==> src/design/sensor_pkg.sv <==
/*
  shared constants and types of the sensor serial slave.
  assumes a 10 MHz system clock.
*/
package sensor_pkg;
  // =====================================================
  // bus address
  localparam logic [6:0] DEV_ADDR = 7'h43;
  // =====================================================
  // register offsets
  localparam logic [7:0] OFS_SYSTEM_CONTROL = 8'h10;
  localparam logic [7:0] OFS_PWR_STAT = 8'h11;
  localparam logic [7:0] OFS_RUN = 8'h21;
  localparam logic [7:0] OFS_START = 8'h22;
  localparam logic [7:0] OFS_STOP = 8'h23;
  localparam logic [7:0] OFS_SENSOR_STATUS = 8'h24;
  localparam logic [7:0] OFS_T_VAL = 8'h30;
  localparam logic [7:0] OFS_H_VAL = 8'h33;
  // =====================================================
  // fields and reset values
  localparam int BIT_LOWPWR = 0;
  localparam logic [7:0] SYSTEM_CONTROL_RESET = 8'h01;
  localparam logic [1:0] SENSOR_MASK = 2'h3;
  // =====================================================
  // timing
  localparam int CLK_MHZ = 10;
  localparam int BOOT_US = 1000;
  localparam int T_CONV_US = 104000;
  localparam int TH_CONV_US = 225000;
  localparam int BOOT_CYC = BOOT_US * CLK_MHZ;
  localparam int T_CONV_CYC = T_CONV_US * CLK_MHZ;
  localparam int TH_CONV_CYC = TH_CONV_US * CLK_MHZ;
  // =====================================================
  // states
  typedef enum logic [1:0] {pwr_off, pwr_booting, pwr_active, pwr_standby} power_state_type;
  typedef enum logic [3:0] {
    bus_idle, bus_addr, bus_addr_ack, bus_ptr, bus_ptr_ack,
    bus_wdata, bus_wdata_ack, bus_rdata, bus_rdata_ack
  } bus_state_type;
endpackage

==> src/design/sensor_result_bank.sv <==
/*
  result memory: one 16-bit entry per sensor, registered read.
  assumes writes and reads on the system clock.
*/
`timescale 1ns/1ps
module sensor_result_bank
  import sensor_pkg::*;
(
  input wire logic clock_i,
  input wire logic srst_i,
  input wire logic [1:0] we_i,
  input wire logic [1:0][15:0] wdata_i,
  input wire logic raddr_i,
  output logic [15:0] rdata_o
);
  logic [1:0][15:0] mem;

  // =====================================================
  // storage
  for (genvar e = 0; e < 2; e++) begin : g_entry
    always_ff @(posedge clock_i) begin
      if (srst_i) begin
        mem[e] <= 16'h0000;
      end else if (we_i[e]) begin
        mem[e] <= wdata_i[e];
      end
    end
  end

  always_ff @(posedge clock_i) begin
    if (srst_i) begin
      rdata_o <= 16'h0000;
    end else begin
      rdata_o <= mem[raddr_i];
    end
  end
endmodule

==> src/design/sensor_i2c_register_slave.sv <==
/*
  serial register slave and power sequencer of the sensor.
  assumes scl/sda synchronous to clock_i, open-drain sda resolved outside.
*/
//
// Operation
// - works at 100 and 400 kbit/s bus rates
// - never holds the clock line low
// - 7-bit addressing only, no optional or master features
// - answers only address 0x43 (0x86 write, 0x87 read)
// - one-byte register addresses and one-byte values
// - write: address byte, pointer byte, both acked, pointer loaded
// - each written byte stored at pointer if writable, pointer then increments
// - writes to reserved or read-only addresses are not acknowledged
// - read returns byte at pointer, then pointer increments
// - 256 addresses, unimplemented ones are reserved
// - reserved addresses read as zero
// - bus fully usable in standby
// - command: standby, booting, active, measure, back to standby
// - continuous mode or low power off keeps sequencer active
// - power-up boots to active then drops to standby
// - booting advances to active automatically, about 1 ms
// - temperature-only conversion within its time limits
// - combined conversion within 238 ms per cycle
// - power status readable through a status register
// - temperature result is a calibrated kelvin value
`timescale 1ns/1ps
module sensor_i2c_register_slave
  import sensor_pkg::*;
#(
  parameter int BOOT_CYCLES = BOOT_CYC,
  parameter int T_CYCLES = T_CONV_CYC,
  parameter int TH_CYCLES = TH_CONV_CYC
) (
  input wire logic clock_i,
  input wire logic srst_i,
  input wire logic scl_i,
  input wire logic sda_i,
  input wire logic [15:0] temp_data_i,
  input wire logic [15:0] hum_data_i,
  output logic sda_o,
  output logic sda_oe_o,
  output logic engine_power_o,
  output logic measure_busy_o
);
  logic scl_q, sda_q;
  logic scl_rise, scl_fall, start_cond, stop_cond;
  bus_state_type bus_state;
  logic [3:0] bit_cnt;
  logic [7:0] shift, tx, current_register_pointer, rd_byte;
  logic rd_mode, wr_stb, wr_ok;
  logic [7:0] wr_addr, wr_data;
  logic [7:0] system_control_reg, sensor_run_mode_reg, start_reg, stop_reg;
  power_state_type power_state;
  logic [23:0] cnt;
  logic [1:0] kind, cont, valid, done_clr;
  logic busy, done;
  logic [1:0] bank_we;
  logic [15:0] bank_rdata;

  // =====================================================
  // line sampling
  always_ff @(posedge clock_i) begin
    if (srst_i) begin
      scl_q <= 1'b1;
      sda_q <= 1'b1;
    end else begin
      scl_q <= scl_i;
      sda_q <= sda_i;
    end
  end

  // edges seen at 10 MHz, ample at 400 kbit/s
  assign scl_rise = scl_i & ~scl_q;
  assign scl_fall = ~scl_i & scl_q;
  assign start_cond = scl_i & scl_q & sda_q & ~sda_i;
  assign stop_cond = scl_i & scl_q & ~sda_q & sda_i;

  // writable addresses only; others nacked
  always_comb begin
    unique case (current_register_pointer)
      OFS_SYSTEM_CONTROL, OFS_RUN, OFS_START, OFS_STOP: wr_ok = 1'b1;
      default: wr_ok = 1'b0;
    endcase
  end

  // =====================================================
  // read mux
  always_comb begin
    rd_byte = 8'h00;
    unique case (current_register_pointer)
      OFS_SYSTEM_CONTROL: rd_byte = system_control_reg;
      OFS_PWR_STAT: rd_byte = {7'h00, power_state == pwr_active};
      OFS_RUN: rd_byte = sensor_run_mode_reg;
      OFS_START: rd_byte = start_reg;
      OFS_STOP: rd_byte = stop_reg;
      OFS_SENSOR_STATUS: rd_byte = {6'h00, busy ? kind : 2'h0};
      OFS_T_VAL, OFS_H_VAL: rd_byte = bank_rdata[7:0];
      OFS_T_VAL + 8'h01, OFS_H_VAL + 8'h01: rd_byte = bank_rdata[15:8];
      OFS_T_VAL + 8'h02: rd_byte = {7'h00, valid[0]};
      OFS_H_VAL + 8'h02: rd_byte = {7'h00, valid[1]};
      default: rd_byte = 8'h00;
    endcase
  end

  // =====================================================
  // bus engine: only sda is ever driven, never scl
  always_ff @(posedge clock_i) begin
    wr_stb <= 1'b0;
    if (srst_i) begin
      bus_state <= bus_idle;
      bit_cnt <= 4'h0;
      shift <= 8'h00;
      tx <= 8'h00;
      rd_mode <= 1'b0;
      sda_oe_o <= 1'b0;
      current_register_pointer <= 8'h00;
      wr_addr <= 8'h00;
      wr_data <= 8'h00;
    end else if (start_cond) begin
      bus_state <= bus_addr;
      bit_cnt <= 4'h0;
      sda_oe_o <= 1'b0;
    end else if (stop_cond) begin
      bus_state <= bus_idle;
      sda_oe_o <= 1'b0;
    end else begin
      unique case (bus_state)
        bus_idle: sda_oe_o <= 1'b0;
        bus_addr, bus_ptr, bus_wdata: begin
          if (scl_rise) begin
            shift <= {shift[6:0], sda_i};
            bit_cnt <= bit_cnt + 4'h1;
          end else if (scl_fall && bit_cnt == 4'h8) begin
            if (bus_state == bus_addr) begin
              if (shift[7:1] == DEV_ADDR) begin
                bus_state <= bus_addr_ack;
                rd_mode <= shift[0];
                sda_oe_o <= 1'b1;
              end else begin
                bus_state <= bus_idle;
              end
            end else if (bus_state == bus_ptr) begin
              current_register_pointer <= shift;
              bus_state <= bus_ptr_ack;
              sda_oe_o <= 1'b1;
            end else begin
              wr_stb <= wr_ok;
              wr_addr <= current_register_pointer;
              wr_data <= shift;
              current_register_pointer <= current_register_pointer + 8'h01;
              sda_oe_o <= wr_ok;
              bus_state <= bus_wdata_ack;
            end
          end
        end
        bus_addr_ack, bus_rdata_ack: begin
          if (scl_rise && bus_state == bus_rdata_ack && sda_i) begin
            bus_state <= bus_idle;
          end else if (scl_fall) begin
            if (rd_mode) begin
              tx <= {rd_byte[6:0], 1'b0};
              sda_oe_o <= ~rd_byte[7];
              bit_cnt <= 4'h1;
              current_register_pointer <= current_register_pointer + 8'h01;
              bus_state <= bus_rdata;
            end else begin
              sda_oe_o <= 1'b0;
              bit_cnt <= 4'h0;
              bus_state <= bus_ptr;
            end
          end
        end
        bus_ptr_ack, bus_wdata_ack: begin
          if (scl_fall) begin
            sda_oe_o <= 1'b0;
            bit_cnt <= 4'h0;
            bus_state <= bus_wdata;
          end
        end
        bus_rdata: begin
          if (scl_fall) begin
            if (bit_cnt == 4'h8) begin
              sda_oe_o <= 1'b0;
              bus_state <= bus_rdata_ack;
            end else begin
              sda_oe_o <= ~tx[7];
              tx <= {tx[6:0], 1'b0};
              bit_cnt <= bit_cnt + 4'h1;
            end
          end
        end
      endcase
    end
  end

  always_ff @(posedge clock_i) begin
    sda_o <= 1'b0;
  end

  // =====================================================
  // control registers, set wins over completion clear
  always_ff @(posedge clock_i) begin
    if (srst_i) begin
      system_control_reg <= SYSTEM_CONTROL_RESET;
      sensor_run_mode_reg <= 8'h00;
      start_reg <= 8'h00;
      stop_reg <= 8'h00;
    end else begin
      if (done) begin
        start_reg <= start_reg & ~{6'h00, done_clr};
        stop_reg <= stop_reg & ~{6'h00, done_clr};
      end
      if (wr_stb) begin
        unique case (wr_addr)
          OFS_SYSTEM_CONTROL: system_control_reg <= wr_data;
          OFS_RUN: sensor_run_mode_reg <= wr_data & {6'h00, SENSOR_MASK};
          OFS_START: start_reg <= (done ? start_reg & ~{6'h00, done_clr} : start_reg)
                                  | (wr_data & {6'h00, SENSOR_MASK});
          OFS_STOP: stop_reg <= (done ? stop_reg & ~{6'h00, done_clr} : stop_reg)
                                | (wr_data & {6'h00, SENSOR_MASK});
          default: ;
        endcase
      end
    end
  end

  // =====================================================
  // power sequencer
  always_ff @(posedge clock_i) begin
    done <= 1'b0;
    if (srst_i) begin
      power_state <= pwr_off;
      cnt <= 24'h000000;
      kind <= 2'h0;
      cont <= 2'h0;
      valid <= 2'h0;
      busy <= 1'b0;
      done_clr <= 2'h0;
    end else begin
      unique case (power_state)
        pwr_off: begin
          power_state <= pwr_booting;
          cnt <= 24'h000000;
        end
        pwr_booting: begin
          if (cnt == 24'(BOOT_CYCLES - 1)) begin
            power_state <= pwr_active;
            cnt <= 24'h000000;
          end else begin
            cnt <= cnt + 24'h000001;
          end
        end
        pwr_active: begin
          if (busy) begin
            if (cnt == (kind[1] ? 24'(TH_CYCLES - 1) : 24'(T_CYCLES - 1))) begin
              busy <= 1'b0;
              done <= 1'b1;
              valid <= valid | kind;
              cont <= kind & sensor_run_mode_reg[1:0] & ~stop_reg[1:0];
              done_clr <= kind & ~(sensor_run_mode_reg[1:0] & ~stop_reg[1:0]);
            end else begin
              cnt <= cnt + 24'h000001;
            end
          end else if (start_reg[1:0] != 2'h0 && !done) begin
            busy <= 1'b1;
            kind <= start_reg[1:0];
            cnt <= 24'h000000;
            valid <= valid & ~(start_reg[1:0] & ~cont);
          end else if (!done && system_control_reg[BIT_LOWPWR] && cont == 2'h0) begin
            power_state <= pwr_standby;
          end
        end
        pwr_standby: begin
          cont <= 2'h0;
          if (start_reg[1:0] != 2'h0 || !system_control_reg[BIT_LOWPWR]) begin
            power_state <= pwr_booting;
            cnt <= 24'h000000;
          end
        end
      endcase
    end
  end

  // result capture; temperature arrives calibrated in kelvin
  assign bank_we = (busy && power_state == pwr_active &&
                    cnt == (kind[1] ? 24'(TH_CYCLES - 1) : 24'(T_CYCLES - 1))) ? kind : 2'h0;

  sensor_result_bank u_bank (
    .clock_i(clock_i),
    .srst_i(srst_i),
    .we_i(bank_we),
    .wdata_i({hum_data_i, temp_data_i}),
    .raddr_i(current_register_pointer >= OFS_H_VAL),
    .rdata_o(bank_rdata)
  );

  always_ff @(posedge clock_i) begin
    if (srst_i) begin
      engine_power_o <= 1'b0;
      measure_busy_o <= 1'b0;
    end else begin
      engine_power_o <= power_state == pwr_booting || power_state == pwr_active;
      measure_busy_o <= busy;
    end
  end
endmodule

==> config.mk <==
export PLATFORM = sky130hd
export DESIGN_NAME = sensor_i2c_register_slave
export DESIGN_NICKNAME = d
export VERILOG_FILES = /design/src/design/sensor_pkg.sv /design/src/design/sensor_result_bank.sv /design/src/design/sensor_i2c_register_slave.sv
export SDC_FILE = /design/constraint.sdc
export NUM_CORES = 1
export LEC_CHECK = 0
export ABC_CLOCK_PERIOD_IN_PS = 6700
export BUFFER_PORTS_ARGS = -buffer_cell sky130_fd_sc_hd__clkbuf_2
export CORE_MARGIN = 8
export CORE_UTILIZATION = 52
export CTS_CLUSTER_DIAMETER = 30
export DETAILED_ROUTE_END_ITERATION = 7
export GPL_TIMING_DRIVEN = 0
export PLACE_DENSITY = 0.7
export SLEW_MARGIN = 20
export SYNTH_ARGS = -nofsm -noshare
export SYNTH_HDL_FRONTEND = slang
export SYNTH_SLANG_ARGS = --single-unit
==> constraint.sdc <==
create_clock -name clock_i -period 6.7 [get_ports clock_i]
set_input_delay 1.675 -clock clock_i [delete_from_list [all_inputs] [get_ports clock_i]]
set_output_delay 1.675 -clock clock_i [all_outputs]
set_load 0.01 [all_outputs]
==> impl_results.md <==
- Data required, critical path: 7.02 ns
- Placeable Area: 0.01383 mm2
- Power density over the cells: 241.0 mW/mm2
- TritonCTS clock tree: built
- Gate family responsible for the most delay along the worst path: compound AO/OA/AOI/OAI gates
- Fin Hold WS: 0.4529 ns
- Largest register by flop count: u_bank.mem
- Distinct cells, synth: 69
- Layout cells sized above 1: 0.1454
- First-pass GRT wire length: 31.79 mm
- Cell chosen for the clock root: clkbuf_16
- Most frequent standard cell in the layout excluding fill and tap cells: dfxtp_1
- CTS H-tree depth: 4
- Placed standard-cell area: 0.007756 mm2
- Worst EP arrival: 4.03 ns
- Number of nets in the finished design: 976
- 1st-pass router iterations: 7
- Number of ports placed on the die boundary: 40
- Post-detailed-placement half-perimeter wirelength: 13.72 mm
- Number of synthesized flops with an enable pin: 0
- Stage delay of the slowest cell on the critical path: 0.72 ns
- Port-buffer cells: 36
- Final routed DRC violation total: 0
- Status: complete, no violations
- MaxCap Viol Count: 0
- Cell with the largest stage delay on the worst path: a221oi_1
- Slew HR: 0.3589
- Sequential area share after synthesis: 0.4140
- Placed insts: 1090
- Avg WL per Cell: 17.00 um
- Number of slew-limit violations in the final report: 0
- Via count of the first global-routing pass: 6191
- Largest regs: u_bank.mem: 32 flops, cnt: 24 flops, u_bank.rdata_o: 16 flops
- Crit path buf inv count: 2
- Synthesis-to-layout area growth: 13.40%
- Number of fill cells in the layout: 1277
- Clock transition time at the flip-flop clock pins of the worst setup and hold paths: 0.07 ns
- Setup repair after global routing missed its margin: false
- Worst-margin pin slew: 0.9553 ns
- Chip Width: 134.9 um
- Count of state elements after synthesis: 152
- Share of the cycle needed by the critical path after routing: 0.5525
- Count of mapped cells out of synthesis: 874
- DRC violation total after the first TritonRoute iteration: 693
- Clock sink total: 152
- Share of flip-flops with an asynchronous set or reset after synthesis: 0
- Number of endpoints failing setup at the final stage: 0
- Avg Cell Area, Syn: 8.411 um2
- Final hold viol count: 0
- Setup slack of the most critical reg-to-reg path: 3.68 ns
- Fin Setup TNS: 0 ns
- Cts bufs inserted: 17
- Placement Rows: 43
- Final period demand of the worst path: 3.702 ns
- Yosys Warn Count: 0
- Post-CTS Hold Fix Bufs: 0
- Via count of the routed design: 6556
- Final Cell Area: 0.008335 mm2
- Maximum vdd drop: 172.3 uV
- Maximum operating frequency: 270.2 MHz
- Highest-count cells in the layout ignoring fill and taps: 152 x dfxtp_1, 106 x nor2_1, 99 x nand2_1
- Maximum number of pins on one net before global-route repair: 17
- Biggest fanout along the worst timing path: 10
- Initial Utilization: 0.5316
- Antenna fix cells: 0
- Combined area of the multi-input logic cells: 0.003975 mm2
- Final ANT Viol Nets: 0
- Detailed Route WL: 19.08 mm
- Die Area: 0.01820 mm2
- Die height: 134.9 um
- GRT Total Usage: 0.2166
- Number of antenna violations at the first check in global routing: 0
- Total of cells resized after clock tree synthesis: 0
- Standby leakage power: 2.877 nW
- Post-synthesis instance area: 0.007351 mm2
- Critical-path cell list: clkbuf_1, nand2b_1, nor3_1, o21ai_1, a221oi_1, buf_2, a21oi_1, a211oi_1
- Post-synth top flop: dfxtp_1
- Worst-case clock buffer depth: 2
- Layout Skew: 0.01086 ns
- GR Overflow Total: 0
- Worst Setup Path Type: in2reg
- Final cell count without fillers: 1122
- Sort of element at the end of the critical path: flop
- Post CTS Setup Buffer Count: 0
- Hold Path Class: reg2reg
- Routed via count divided by cell count: 5.843
- Source-to-sink clock delay at the later pin of the worst-skew pair: 0.43 ns
- Final weighted congestion in routability-driven placement: 0.9223
- Synthesized Nets: 921
- Critical Path Source Type: primary input
- Flip-flop count of the largest register after layout: 32
- FF+latch area: 0.003043 mm2
[path summary, 6_finish.rpt]
kind | start | endpoint | cells after the start
setup / recovery | scl_i | current_register_pointer[5]$_SDFFE_PP0P_ | 8
hold / removal | u_bank.mem[18]$_SDFFE_PP0P_ | u_bank.mem[18]$_SDFFE_PP0P_ | 2
setup reg to reg | cnt[11]$_SDFFE_PP0P_ | u_bank.mem[5]$_SDFFE_PP0P_ | 8
hold reg to reg | u_bank.mem[18]$_SDFFE_PP0P_ | u_bank.mem[18]$_SDFFE_PP0P_ | 2
[area by class of cell]
type | count | share of cell area
well taps | 180 | 0.02702
multi-input cells | 649 | 0.4769
clock buffers | 20 | 0.05599
repair buffers | 36 | 0.02162
clock inverters | 12 | 0.01261
plain buffers | 50 | 0.03047
inverters | 23 | 0.01036
flip-flops and latches | 152 | 0.3651
[tightest hold or removal path, delay by kind of cell (launching register included)]
family	cells	cell delay, ns
AO/OA/AOI/OAI	1	0.05
AND/OR/NAND/NOR	1	0.05
flip-flops	1	0.31
[power breakdown]
part / internal, W / switching (W)
combinational: 0.0000504 / 0.000114
sequential: 0.000915 / 0.00000973
clock: 0.000514 / 0.000406
[cells in the mapped netlist (6+ instances only)]
library cell / n / share of area
and2_1: 8 / 0.0068
clkbuf_1: 33 / 0.017
mux2i_1: 55 / 0.075
nand4_1: 12 / 0.010
a222oi_1: 6 / 0.0082
nor3_1: 21 / 0.014
o21ai_0: 37 / 0.025
a21oi_1: 43 / 0.029
nand2_1: 99 / 0.051
a31oi_1: 10 / 0.0085
a21oi_2: 20 / 0.024
a211oi_1: 7 / 0.0071
nor2b_1: 16 / 0.014
xor2_1: 8 / 0.0095
a32oi_1: 7 / 0.0083
nor2_1: 106 / 0.054
nand2b_1: 19 / 0.016
nand2_2: 20 / 0.017
ha_1: 11 / 0.019
o31ai_1: 9 / 0.0092
nand3_1: 28 / 0.019
dfxtp_1: 152 / 0.41
buf_2: 12 / 0.0082
inv_1: 23 / 0.012
and3_1: 15 / 0.013
[metrics by stage]
step / setup WS [ns] / power [W] / util
floorplan: 3.267 / 0.001050 / -
global placement: 2.715 / 0.001107 / 0.5609
detailed placement: 2.627 / 0.001107 / 0.5609
CTS: 3.014 / 0.002020 / 0.6023
global route: 2.804 / 0.002085 / 0.6028
finish: 2.998 / 0.002009 / 0.6028
[logic make-up (layout without fill, tap and decap cells)]
family          count (synthesis)  count (layout)  synth area share
xor+xnor                       12              12           0.01430
fa+ha+maj                      11              11           0.01872
compound gates                183             183            0.1711
flops                         152             152            0.4140
mux                            55              55           0.07489
buf+inv                        73             141           0.04630
simple gates                  387             387            0.2603
other cells                     1               1         0.0005101
[routing by layer]
metal / part of all wire / up-vias / track usage
li1: - / 3209 / -
met1: 0.46 / 3031 / 0.2995
met2: 0.44 / 276 / 0.3268
met3: 0.070 / 40 / 0.04383
met4: 0.024 / 0 / 0.07486
met5: 0 / - / 0
Note: power is estimated with default switching activity, not from simulation.
